`src/core/hbms_defines.vh`:
```
// Constants for the host bus master/slave signal block
// Behaviour
// - Direction low during direct I/O writes and DMA reads.
// - Direction high during direct I/O reads and DMA writes.
// - Direction high by default when idle.
// - Grant active low from arbiter, synchronised to system bus clock.
// - Bus request driven low before DMA, high otherwise.
// - Interrupt acknowledge low puts interrupt vector on data bus while device does not own bus.
// - Style select high picks read/write strobes, low picks address/data strobes.
// - Address/data strobe style always uses 16-bit data path.
// - Interrupt request low while interrupt pending, high otherwise.
// - Bus-owned output low while device controls bus.
// - Driver of high byte lane drives odd parity bit for it.
// - Driver of low byte lane drives odd parity bit for it.
// - Address strobe is input during direct I/O, driven during DMA.
// - As master, address strobe low while address valid and transfer runs.
// - Take bus only when busy input reads high and grant holds.
// - Release input low during DMA: release after cycle, rearbitrate.
`ifndef HBMS_DEFINES_VH
`define HBMS_DEFINES_VH
`define HBMS_ST_IDLE   3'H0
`define HBMS_ST_REQ    3'H1
`define HBMS_ST_ADDR   3'H2
`define HBMS_ST_DATA   3'H3
`define HBMS_ST_REL    3'H4
`define HBMS_ST_W      3
`define HBMS_VEC_RST   8'H0F
`define HBMS_CYC_LEN   2'H2
`endif

```
`src/core/hbms_parity.v`:
```
// Odd parity generator and checker for one byte lane
`timescale 1ns/10ps
`default_nettype none
module hbms_parity (
  input  wire [7:0] byte_i,   // Lane byte
  input  wire       par_i,    // Received parity bit
  output wire       par_o,    // Odd parity bit for byte
  output wire       err_o     // Received parity mismatch
);
  // Odd parity: ones in byte plus bit is odd
  assign par_o = ~(^byte_i);
  assign err_o = (^byte_i) == par_i;
endmodule
`default_nettype wire

```
`src/core/hbms_sync2.v`:
```
// Two-flop level synchroniser with settable reset level
`timescale 1ns/10ps
`default_nettype none
module hbms_sync2 #(
  parameter RST_VAL = 1'b1
) (
  input  wire clk_sys_i,  // System clock
  input  wire rst_n_i,    // Sync reset, active low
  input  wire d_i,        // Asynchronous level
  output wire q_o         // Synchronised level
);
  reg meta_q;
  reg sync_q;
  always @(posedge clk_sys_i) begin
    if (!rst_n_i) begin
      meta_q <= RST_VAL;
      sync_q <= RST_VAL;
    end else begin
      meta_q <= d_i;
      sync_q <= meta_q;
    end
  end
  assign q_o = sync_q;
endmodule
`default_nettype wire

```
`src/core/hbms_top.v`:
```
// Host bus master/slave signal control: arbitration, direction, strobe, parity
`timescale 1ns/10ps
`default_nettype none
`include "hbms_defines.vh"
module hbms_top #(
  parameter VEC_W = 8
) (
  input  wire             clk_sys_i,           // System bus clock
  input  wire             rst_n_i,             // Sync reset, active low
  input  wire             style_sel_i,         // 1 read/write strobe, 0 addr/data strobe
  input  wire             width8_sel_i,        // 1 asks 8-bit path
  output wire             path16_o,            // Data path is 16 bits
  input  wire             direct_io_access_i,  // Direct I/O access active
  input  wire             dio_read_i,          // Direct I/O access is a read
  input  wire             dma_start_i,         // DMA transfer pending
  input  wire             dma_write_i,         // DMA writes to host
  input  wire             dma_last_i,          // Current cycle is last of transfer
  output wire             dma_cycle_done_o,    // Pulse, one DMA cycle finished
  output wire             dma_done_o,          // Pulse, transfer finished
  input  wire             bus_grant_n_i,       // Arbiter grant, active low
  input  wire             bus_busy_in_i,       // Low forbids taking bus
  input  wire             bus_release_in_i,    // Low asks for bus release
  output reg              bus_request_n_o,     // Bus request, active low
  output reg              bus_owned_n_o,       // Bus owned, active low
  output reg              data_buffer_direction_o, // 1 out of device, 0 in
  input  wire             address_strobe_n_i,  // Address strobe pin in
  output reg              address_strobe_n_o,  // Address strobe pin out
  output reg              address_strobe_n_oe_o, // Strobe drive enable
  input  wire             irq_pending_i,       // Internal interrupt pending
  output reg              interrupt_request_n_o, // Interrupt request, active low
  input  wire             interrupt_ack_n_i,   // Interrupt acknowledge, active low
  input  wire [VEC_W-1:0] irq_vector_i,        // Interrupt vector
  input  wire [15:0]      lane_data_i,         // Device data for both lanes
  input  wire [15:0]      bus_data_i,          // Lane pins in
  output reg  [15:0]      bus_data_o,          // Lane pins out
  output reg              bus_data_oe_o,       // Lane drive enable
  input  wire             parity_high_lane_i,  // High lane parity pin in
  input  wire             parity_low_lane_i,   // Low lane parity pin in
  output reg              parity_high_lane_o,  // High lane parity pin out
  output reg              parity_low_lane_o,   // Low lane parity pin out
  output reg              parity_oe_o,         // Parity drive enable
  output reg              parity_err_o         // Received parity error, registered
);
  localparam ST_IDLE = `HBMS_ST_IDLE;
  localparam ST_REQ  = `HBMS_ST_REQ;
  localparam ST_ADDR = `HBMS_ST_ADDR;
  localparam ST_DATA = `HBMS_ST_DATA;
  localparam ST_REL  = `HBMS_ST_REL;

  wire grant_s;
  wire busy_s;
  wire rel_s;
  wire par_h;
  wire par_l;
  wire err_h;
  wire err_l;
  reg [`HBMS_ST_W-1:0] state_q;
  reg [`HBMS_ST_W-1:0] state_d;
  reg [1:0]            cnt_q;
  reg                  ack_drive;
  reg [15:0]           out_word;

  // Grant low means granted
  hbms_sync2 #(.RST_VAL(1'b1)) u_sync_grant (
    .clk_sys_i (clk_sys_i),
    .rst_n_i   (rst_n_i),
    .d_i       (bus_grant_n_i),
    .q_o       (grant_s)
  );
  hbms_sync2 #(.RST_VAL(1'b0)) u_sync_busy (
    .clk_sys_i (clk_sys_i),
    .rst_n_i   (rst_n_i),
    .d_i       (bus_busy_in_i),
    .q_o       (busy_s)
  );
  hbms_sync2 #(.RST_VAL(1'b1)) u_sync_rel (
    .clk_sys_i (clk_sys_i),
    .rst_n_i   (rst_n_i),
    .d_i       (bus_release_in_i),
    .q_o       (rel_s)
  );

  // Read/write strobe style may still pick 8 bits; the other style never
  assign path16_o = ~style_sel_i | ~width8_sel_i;

  // Strobe pin input is left unread; it never acts as a strobe here

  always @* begin
    state_d = state_q;
    case (state_q)
      ST_IDLE: begin
        if (dma_start_i)
          state_d = ST_REQ;
      end
      ST_REQ: begin
        if (!grant_s && busy_s)
          state_d = ST_ADDR;
      end
      ST_ADDR: begin
        state_d = ST_DATA;
      end
      ST_DATA: begin
        if (cnt_q == `HBMS_CYC_LEN) begin
          if (dma_last_i || !rel_s)
            state_d = ST_REL;
          else
            state_d = ST_ADDR;
        end
      end
      ST_REL: begin
        state_d = ST_IDLE;
      end
      default: begin
        state_d = ST_IDLE;
      end
    endcase
  end

  // True while the arbitration state holds the bus
  function owns_bus;
    input [`HBMS_ST_W-1:0] st;
    begin
      owns_bus = (st == ST_ADDR) || (st == ST_DATA);
    end
  endfunction

  wire in_dma = owns_bus(state_q);
  wire cyc_end = (state_q == ST_DATA) && (cnt_q == `HBMS_CYC_LEN);
  reg last_q;
  assign dma_cycle_done_o = cyc_end;
  assign dma_done_o = cyc_end && dma_last_i;

  always @(posedge clk_sys_i) begin
    if (!rst_n_i) begin
      state_q <= ST_IDLE;
      cnt_q   <= 2'H0;
      last_q  <= 1'b0;
    end else begin
      state_q <= state_d;
      last_q  <= dma_last_i;
      if (state_q == ST_DATA && cnt_q != `HBMS_CYC_LEN)
        cnt_q <= cnt_q + 2'H1;
      else
        cnt_q <= 2'H0;
    end
  end

  // Release unfinished transfer rearbitrates: back to request
  wire rearb = (state_q == ST_REL) && !last_q && dma_start_i;

  always @* begin
    ack_drive = !interrupt_ack_n_i && !in_dma;
    out_word = lane_data_i;
    if (ack_drive)
      out_word = {{(16-VEC_W){1'b0}}, irq_vector_i};
  end

  // Generators see the word being launched, so lanes and parity leave together
  hbms_parity u_gen_h (
    .byte_i (out_word[15:8]),
    .par_i  (1'b0),
    .par_o  (par_h),
    .err_o  ()
  );
  hbms_parity u_gen_l (
    .byte_i (out_word[7:0]),
    .par_i  (1'b0),
    .par_o  (par_l),
    .err_o  ()
  );
  // Checkers see the pins, whoever drives them
  hbms_parity u_chk_h (
    .byte_i (bus_data_i[15:8]),
    .par_i  (parity_high_lane_i),
    .par_o  (),
    .err_o  (err_h)
  );
  hbms_parity u_chk_l (
    .byte_i (bus_data_i[7:0]),
    .par_i  (parity_low_lane_i),
    .par_o  (),
    .err_o  (err_l)
  );

  // Next values of the registered pin outputs
  reg own_d;
  reg req_d;
  reg dir_d;
  reg strobe_d;
  reg drive_d;
  reg perr_d;

  always @* begin
    own_d = owns_bus(state_d);
    // Rearbitration drives the request low from the idle clock after the release state
    req_d = (state_d == ST_REQ) || rearb;
    // Ownership wins over a direct access that overlaps it
    if (own_d)
      dir_d = dma_write_i;
    else if (direct_io_access_i)
      dir_d = dio_read_i;
    else
      dir_d = 1'b1;
    // Strobe stays high in the address clock, low in the data clocks
    strobe_d = (state_d == ST_DATA);
    drive_d = ack_drive || (in_dma && dma_write_i)
              || (direct_io_access_i && dio_read_i && !in_dma);
    // Only a received word is checked; our own drive would mask the pins
    perr_d = !bus_data_oe_o && (in_dma || direct_io_access_i)
             && (err_h || err_l);
  end

  // Arbitration and ownership pins
  always @(posedge clk_sys_i) begin
    if (!rst_n_i) begin
      bus_request_n_o <= 1'b1;
      bus_owned_n_o   <= 1'b1;
    end else begin
      bus_request_n_o <= !req_d;
      bus_owned_n_o   <= !own_d;
    end
  end

  // Direction and address strobe
  always @(posedge clk_sys_i) begin
    if (!rst_n_i) begin
      data_buffer_direction_o <= 1'b1;
      address_strobe_n_o      <= 1'b1;
      address_strobe_n_oe_o   <= 1'b0;
    end else begin
      data_buffer_direction_o <= dir_d;
      address_strobe_n_o      <= !strobe_d;
      address_strobe_n_oe_o   <= own_d;
    end
  end

  // Interrupt request
  always @(posedge clk_sys_i) begin
    if (!rst_n_i)
      interrupt_request_n_o <= 1'b1;
    else
      interrupt_request_n_o <= !irq_pending_i;
  end

  // Lane data, parity and their enables
  always @(posedge clk_sys_i) begin
    if (!rst_n_i) begin
      bus_data_o         <= 16'H0000;
      bus_data_oe_o      <= 1'b0;
      parity_high_lane_o <= 1'b1;
      parity_low_lane_o  <= 1'b1;
      parity_oe_o        <= 1'b0;
      parity_err_o       <= 1'b0;
    end else begin
      bus_data_o         <= out_word;
      bus_data_oe_o      <= drive_d;
      parity_high_lane_o <= par_h;
      parity_low_lane_o  <= par_l;
      parity_oe_o        <= drive_d;
      parity_err_o       <= perr_d;
    end
  end
endmodule
`default_nettype wire

```
`config.mk`:
```
export PLATFORM = sky130hd
export DESIGN_NAME = hbms_top
export DESIGN_NICKNAME = d
export VERILOG_FILES = /design/src/core/hbms_parity.v /design/src/core/hbms_sync2.v /design/src/core/hbms_top.v
export VERILOG_INCLUDE_DIRS = /design/src /design/src/core
export SDC_FILE = /design/constraint.sdc
export NUM_CORES = 1
export LEC_CHECK = 0
export CORE_MARGIN = 2
export CORE_UTILIZATION = 55
export CTS_CLUSTER_DIAMETER = 30
export CTS_CLUSTER_SIZE = 16
export DETAILED_ROUTE_END_ITERATION = 10
export DONT_BUFFER_PORTS = 1
export PLACE_DENSITY_LB_ADDON = 0.08
export SETUP_SLACK_MARGIN = 0.05
export SLEW_MARGIN = 20
export SYNTH_ARGS = -nofsm -noshare
export SYNTH_HDL_FRONTEND = slang
export SYNTH_HIERARCHICAL = 1
export SYNTH_SLANG_ARGS = --single-unit
```
`constraint.sdc`:
```
create_clock -name clk_sys_i -period 1.96 [get_ports clk_sys_i]
set_clock_uncertainty 0.1 [all_clocks]
set_input_delay 0.098 -clock clk_sys_i [delete_from_list [all_inputs] [get_ports clk_sys_i]]
set_output_delay 0.098 -clock clk_sys_i [all_outputs]
set_load 0.01 [all_outputs]
```
**After elaboration in Yosys (flattened, before gate mapping)**

Index checks and enable logic that the tools add are counted.

- Bits in registers: 38
- Input bits: 57
- Output and inout bits: 30
- Logic and storage cells: 81

- Add/sub/neg operators: 1
- Equality and inequality tests: 11
- Multiplexer cells: 8
- Bitwise logic cells: 5
- Reduce and logical (&&, ||, !) cells: 36

Operators with widths:

| cell | number |
|---|---|
| $reduce_xor 8->1 | 4 |
| $mux 16 | 1 |
| $eq 3x2->1 const B | 4 |
| $logic_and 1x1->1 | 12 |
| $mux 3 | 4 |
| $pmux 3 s4 | 1 |
| $logic_not 1->1 | 10 |
| $logic_or 1x1->1 | 8 |
| $eq 3x1->1 const B | 2 |
| $not 1->1 | 4 |
| $eq 3x3->1 const B | 1 |
| $logic_not 3->1 | 1 |
| $add 2x1->2 const B | 1 |
| $eq 1x1->1 | 2 |
| $eq 2x2->1 const B | 1 |
| $mux 1 | 2 |
| $ne 2x2->1 const B | 1 |
| $reduce_and 2->1 | 1 |
| $or 1x1->1 | 1 |

**Logic depth before layout (Yosys ltp)**

Gate-level depths: netlist of the first run.

- Word-level depth: 8
- Gate-level depth with buffers: 8
- Gate-level depth less buffers: 7

**By module**

Netlist of the first run, hierarchy kept.

By module, submodules not included:

| module | times used | cells an instance | area an instance (sq um) |
|---|---|---|---|
| hbms_top | 1 | 113 | 1187.4 |
| hbms_parity | 4 | 8 | 83.8 |
| hbms_sync2 | 3 | 4 | 52.6 |

**Worst setup path before layout of the first run**

Ideal clock, no wire load.

- Path kind: reg-to-reg
- Start: reg state_q[2]
- End: reg parity_low_lane_o
- Setup time: 0.117 ns
- Data arrival time: 1.752 ns
- Data required time: 1.743 ns
- Path slack: -0.009 ns
- Cell stages (with the launch flop): 8
- Buffers on the path: 0
- Clock period less this slack: 1.969 ns
- Cell sequence: dfxtp_1 -> and2b_1 -> nor2_4 -> mux2_2 -> xnor2_1 -> xnor2_1 -> xnor2_1 -> nand2b_1

- Longest elaborated chain between the ends: 7
- Elaborated cells on any way between the ends: 8

Ends and longest elaborated chain:

| element | line | text |
|---|---|---|
| start: declaration | hbms_top.v:57 | `` reg [`HBMS_ST_W-1:0] state_q; `` |
| start signal: assignment | hbms_top.v:139 | `state_q <= state_d;` |
| $eq 3x2->1 | hbms_top.v:123 | `owns_bus = (st == ST_ADDR) \|\| (st == ST_DATA);` |
| $logic_or 1x1->1 (*) | hbms_top.v:123 |  |
| $logic_not 1->1 (*) | hbms_top.v:152 | `ack_drive = !interrupt_ack_n_i && !in_dma;` |
| $logic_and 1x1->1 (*) | hbms_top.v:152 |  |
| $mux 16 (*) | hbms_top.v:154 | `if (ack_drive)` |
| net out_word[3] | hbms_top.v:61 | `reg [15:0] out_word;` |
| $reduce_xor 8->1 (*) | n/a |  |
| $not 1->1 (*) | hbms_parity.v:11 | `assign par_o = ~(^byte_i);` |
| net par_l | hbms_top.v:54 | `wire par_l;` |
| end signal: assignment | hbms_top.v:258 | `parity_low_lane_o <= par_l;` |
| end: declaration | hbms_top.v:40 | `output reg parity_low_lane_o,` |

The timed path passes the listed nets; every way through them passes the cells marked *.
A chain may end at the register's enable or synchronous reset.

**Worst setup path in the final report of the first run**

Ends and elaborated chain as after synthesis.

==> results of run 1 <==
==> stage by stage <==
step	worst slack [ns]	TNS (ns)	std cells	util (%)	hold WS [ns]
after CTS	0.0549	0	227	78.2	-0.292
after global routing	-0.0707	-0.0707	227	79.6	-0.315
final	0.0296	0	227	79.6	-0.291
after detailed placement	0.0297	0	183	59.8	0.0703
after global placement	0.0638	0	183	59.8	0.0636
after floorplan	0.0823	0	152	-	0.0599
==> layer usage <==
metal | vias to the layer above | wire (um)
li1 | 589 | -
met1 | 545 | 1300
met2 | 61 | 1850
met3 | 2 | 310
met4 | 0 | 25
met5 | - | 0
==> area by class of cell <==
| cell class | count | share of cell area (%) |
|---|---|---|
| clock buffers | 6 | 2.32 |
| clock inverters | 2 | 2.71 |
| inverters | 3 | 0.508 |
| multi-input cells | 107 | 40.2 |
| flip-flops and latches | 38 | 34.4 |
| well taps | 31 | 1.75 |
| repair buffers | 40 | 18.1 |
==> repair_timing <==
item,4_1_cts,5_1_grt
pin swaps,2,6
buffers inserted,1,0
gates resized for setup,6,11
gates cloned,0,0
endpoints found under the hold margin,38,10
endpoints found under the setup margin,1,11
==> worst reg2reg max path, delay by kind of cell, from the launching register on <==
family	cells	cell delay [ns]
and+or+nand+nor	3	0.48
xor gates and xnor gates	3	0.46
DFF	1	0.35
muxes	1	0.32
buffers and inverters	1	0.14
==> path summary, 6_finish.rpt <==
check | from | to | slack [ns] | cells past startpoint
hold / removal | rst_n_i | parity_low_lane_o | -0.29 | 1
setup reg to reg | state_q[2] | parity_low_lane_o | 0.03 | 8
setup / recovery | state_q[2] | parity_low_lane_o | 0.03 | 8
hold reg to reg | cnt_q[0] | cnt_q[0] | 0.33 | 1
==> where the power goes <==
part | internal, W | total [W] | switching, W
sequential | 0.000821 | 0.000860 | 0.0000398
combinational | 0.000201 | 0.000304 | 0.000103
clock | 0.000432 | 0.000698 | 0.000266
==> metrics.cfg, run 1 <==
[placement]
portBuffers = 0
gp_congestion = 0.786
placed_area_um2 = 1660
hpwl_um = 2000

[global_routing]
grt_max_degree = 33
use_met3_pct = 9.38
grt.overflow.total = 0
grt_first_pass_wirelength_um = 5070
grt_util_met2_pct = 36.2
gr-usage-met1_pct = 21.3
busiest_layer = met2
grt_pass1_vias = 1134
antenna_found_initial = 0
groute.usage.overall_pct = 20.7

[clock_tree]
cts_hold_buffers = 35
cts-root-buf = clkbuf_4
clk_pin_slew_ns = 0.12
clk_latency_ns = 0.36
clock_path_buffers = 2
cts-htree-levels = 2
numCtsBuffers = 5
tritoncts = built
clock-sinks = 38

[layout]
n_fill_cell = 174
layout_common_cells = dfxtp_1, dlygate4sd3_1, xnor2_1
final_common_cell = dfxtp_1
layout-drive-gt1-share_pct = 16.3
regMostFlops = bus_data_o
largest_reg_flops = 16
num_antenna_cells = 0
reg_top3 = bus_data_o (16), state_q (3), cnt_q (2)
nets = 253
design_area_um2 = 2210
syn_to_final_growth_pct = 37.2
layout.area.seq_um2 = 762
multiInputGateArea_um2 = 891

[critical_path]
worstPathMaxFanout = 8
cp.buffers_inverters = 1
end_kind = flop
required_ns = 2.13
critPathArrivalTime_ns = 2.10
path_cells = and2b_2, nor2_4, buf_12, mux2_4, xnor2_2, xnor2_1, xnor2_1, nand2b_1
critical_path_class = reg2reg
cp_common_cell = xnor2_1
cp_slowest_cell = dfxtp_2
startpoint_type = flop
max_stage_delay_ns = 0.35
crit_family = simple AND/OR/NAND/NOR gates

[outcome]
violations = negative hold slack
status = complete, but fails checks

[drt]
drt-pass1-iter-count = 4
drc = 0
vias = 1197
wl_per_cell_um = 15.4
routed_wl_um = 3490
postRouteAntennaNets = 0
drt_iter0_markers = 27
vias_per_cell = 5.27

[sta]
min_period_over_period_pct = 98.5
holdWs_ns = -0.291
max_slew_margin_pct = 83.3
rsz0062_at_grt = true
hold_violations = 10
worst_pin_slew_ns = 0.248
clock.fmax_ghz = 0.518
period_minus_slack_ns = 1.93
setup_viol = 0
slew_violations = 0

[synthesis]
syn_area_um2 = 1610
syn_inst = 152
syn_nets = 210
syn_area_per_cell_um2 = 10.6
yosys_warnings = 6

[floorplan]
dieHeight_um = 58.2
initial_core_util_pct = 58.0
design.core.area_um2 = 2780
die_w_um = 58.2
ios = 87
rows = 19
die-area_um2 = 3380

[job]
drv_cap = 0

[hold_path]
min_path_type = in2reg

[power]
p_leak_nw = 0.940
cellPowerDensity_nw_per_um2 = 841
ir_drop_mv = 0.953
power.total_w = 0.00186

No activity file was read; power rests on OpenSTA's default activity.
==> run 2, diff against run 1 <==
--- a/config.mk
+++ b/config.mk
@@ -6,8 +6,7 @@
 export SDC_FILE = /design/constraint.sdc
 export NUM_CORES = 1
 export LEC_CHECK = 0
-export CORE_MARGIN = 2
-export CORE_UTILIZATION = 55
+export CORE_UTILIZATION = 60
 export CTS_CLUSTER_DIAMETER = 30
 export CTS_CLUSTER_SIZE = 16
 export DETAILED_ROUTE_END_ITERATION = 10
==> constraint.sdc (replaced) <==
create_clock -name clk_sys_i -period 2 [get_ports clk_sys_i]
set_clock_uncertainty 0.1 [all_clocks]
set_input_delay 0.1 -clock clk_sys_i [delete_from_list [all_inputs] [get_ports clk_sys_i]]
set_output_delay 0.1 -clock clk_sys_i [all_outputs]
set_load 0.01 [all_outputs]
==> run 2 against run 1 <==
Compared with the run above: the run still ends with negative hold slack left; cell area up 0.23%; sequential share of layout area down 0.078 points; sequential cell count unchanged; clock power down 40%; critical path depth unchanged; clock-buffer cell count up 1; sequential power down 2%; via count up 6.7%; fmax down 2.2%; critical endpoint unchanged; largest cell class unchanged; largest power group unchanged; highest routed layer unchanged.
==> metrics.cfg, run 2 (same netlist as run 1, synthesis figures left out) <==
[critical_path]
startpoint_type = flop
required_ns = 2.16
critPathArrivalTime_ns = 2.13
end_kind = flop
critical_path_class = reg2reg
worstPathMaxFanout = 8

[layout]
num_antenna_cells = 0
stdcell_count = 226
layout_common_cells = dfxtp_1, dlygate4sd3_1, and2_1, xnor2_1, nand2b_1
layout-drive-gt1-share_pct = 16.3
syn_to_final_growth_pct = 37.5
nets = 253
largest_reg_flops = 16
n_fill_cell = 117
reg_top3 = bus_data_o (16), state_q (3), cnt_q (2)
regMostFlops = bus_data_o
final_common_cell = dfxtp_1

[drt]
postRouteAntennaNets = 0
drt_iter0_markers = 23
drc = 0
drt-pass1-iter-count = 4
vias_per_cell = 5.65
wl_per_cell_um = 19.6
vias = 1277
routed_wl_um = 4430

[power]
p_int_w = 0.00119
ir_drop_mv = 0.726
p_sw_share_pct = 26.1
cellPowerDensity_nw_per_um2 = 726
switching_power_w = 0.000420
pwr-share-clk_pct = 26.1
seq_power_share_pct = 52.5
p_leak_nw = 0.940
pwr-share-comb_pct = 21.4

[global_routing]
grt_pass1_vias = 1113
grt.overflow.total = 0
antenna_found_initial = 0
grt_first_pass_wirelength_um = 5190
groute.usage.overall_pct = 27.3
grt_max_degree = 33

[placement]
placed_cells = 181
portBuffers = 0
pre_cts_ws_ns = 0.0129
gp_congestion = 0.720

[outcome]
violations = negative hold slack
status = complete, but fails checks

[sta]
slew_violations = 0
fin_ws_ns = 0.0255
worst_pin_slew_ns = 0.383
min_period_over_period_pct = 98.7
rsz0062_at_grt = true
holdWs_ns = -0.269
hold_violations = 10
clock.fmax_ghz = 0.506
setup_viol = 0
period_minus_slack_ns = 1.97
max_slew_margin_pct = 74.2

[clock_tree]
cts-root-buf = clkbuf_4
tritoncts = built
clock_path_buffers = 2
clk_pin_slew_ns = 0.12
clk_latency_ns = 0.34
numCtsBuffers = 5
clock-sinks = 38
cts-htree-levels = 2

[floorplan]
die_w_um = 53.9
initial_core_util_pct = 64.6
die-area_um2 = 2900
dieHeight_um = 53.9
rows = 18
ios = 87
design.core.area_um2 = 2500

[hold_path]
min_path_type = in2reg

[job]
drv_cap = 0

-- run 2: critical path, stage by stage (launching register included) --
cell	delay, ns
dfxtp_2	0.34
and2b_2	0.23
nor2_4	0.10
buf_12	0.14
mux2_4	0.33
xnor2_2	0.23
xnor2_2	0.16
xnor2_1	0.11
nand2b_1	0.15
-- run 2: metal layers --
| layer | global-route usage (%) | vias up | routed length [um] |
|---|---|---|---|
| li1 | - | 589 | - |
| met1 | 27.5 | 595 | 1530 |
| met2 | 48.6 | 76 | 2390 |
| met3 | 11.6 | 17 | 305 |
| met4 | 11.4 | 0 | 199 |
| met5 | 0 | - | 0 |
-- run 2: what timing repair did --
item                                    4_1_cts  5_1_grt
endpoints found under the setup margin        1       11
pin swaps                                     1        6
hold buffers                                 35        1
hold endpoints to repair                     37       11
buffers inserted                              1        0
gates resized for setup                       5       18
-- run 2: worst paths after layout --
kind	cells after the start	slack, ns	startpoint	to
max	8	0.03	state_q[2]	parity_low_lane_o
min	1	-0.27	rst_n_i	parity_low_lane_o
max reg2reg	8	0.03	state_q[2]	parity_low_lane_o
min reg2reg	1	0.41	cnt_q[0]	cnt_q[0]
-- run 2: final cells by class --
type	count	area, um2	area share [%]
timing repair buffer	40	403	18.2
sequential	38	762	34.3
clock buffer	7	55.1	2.48
inverter	3	11.3	0.507
multi-input combinational	107	946	42.6
tap	30	37.5	1.69
clock inverter	1	5.00	0.225
-- run 2: power groups by stage --
| stage | combinational [W] | clock (W) | sequential, W |
|---|---|---|---|
| floorplan | 0.000202 | 0 | 0.000854 |
| global placement | 0.000208 | 0 | 0.000860 |
| global route | 0.000364 | 0.000464 | 0.000851 |
| detailed placement | 0.000214 | 0 | 0.000861 |
| finish | 0.000344 | 0.000421 | 0.000846 |
| CTS | 0.000280 | 0.000413 | 0.000843 |
-- run 2: metrics by stage --
step           hold slack [ns]  TNS [ns]  power, W  util, %  instance area, um2
6_report                -0.269         0   0.00161     88.8                2220
5_1_grt                 -0.280  -0.00708   0.00168     88.8                2220
4_1_cts                 -0.276         0   0.00154     84.6                2120
3_5_place_dp            0.0790         0   0.00108     66.2                1660
3_3_place_gp            0.0625         0   0.00107     66.2                1660
2_1_floorplan           0.0619         0   0.00106        -                1610
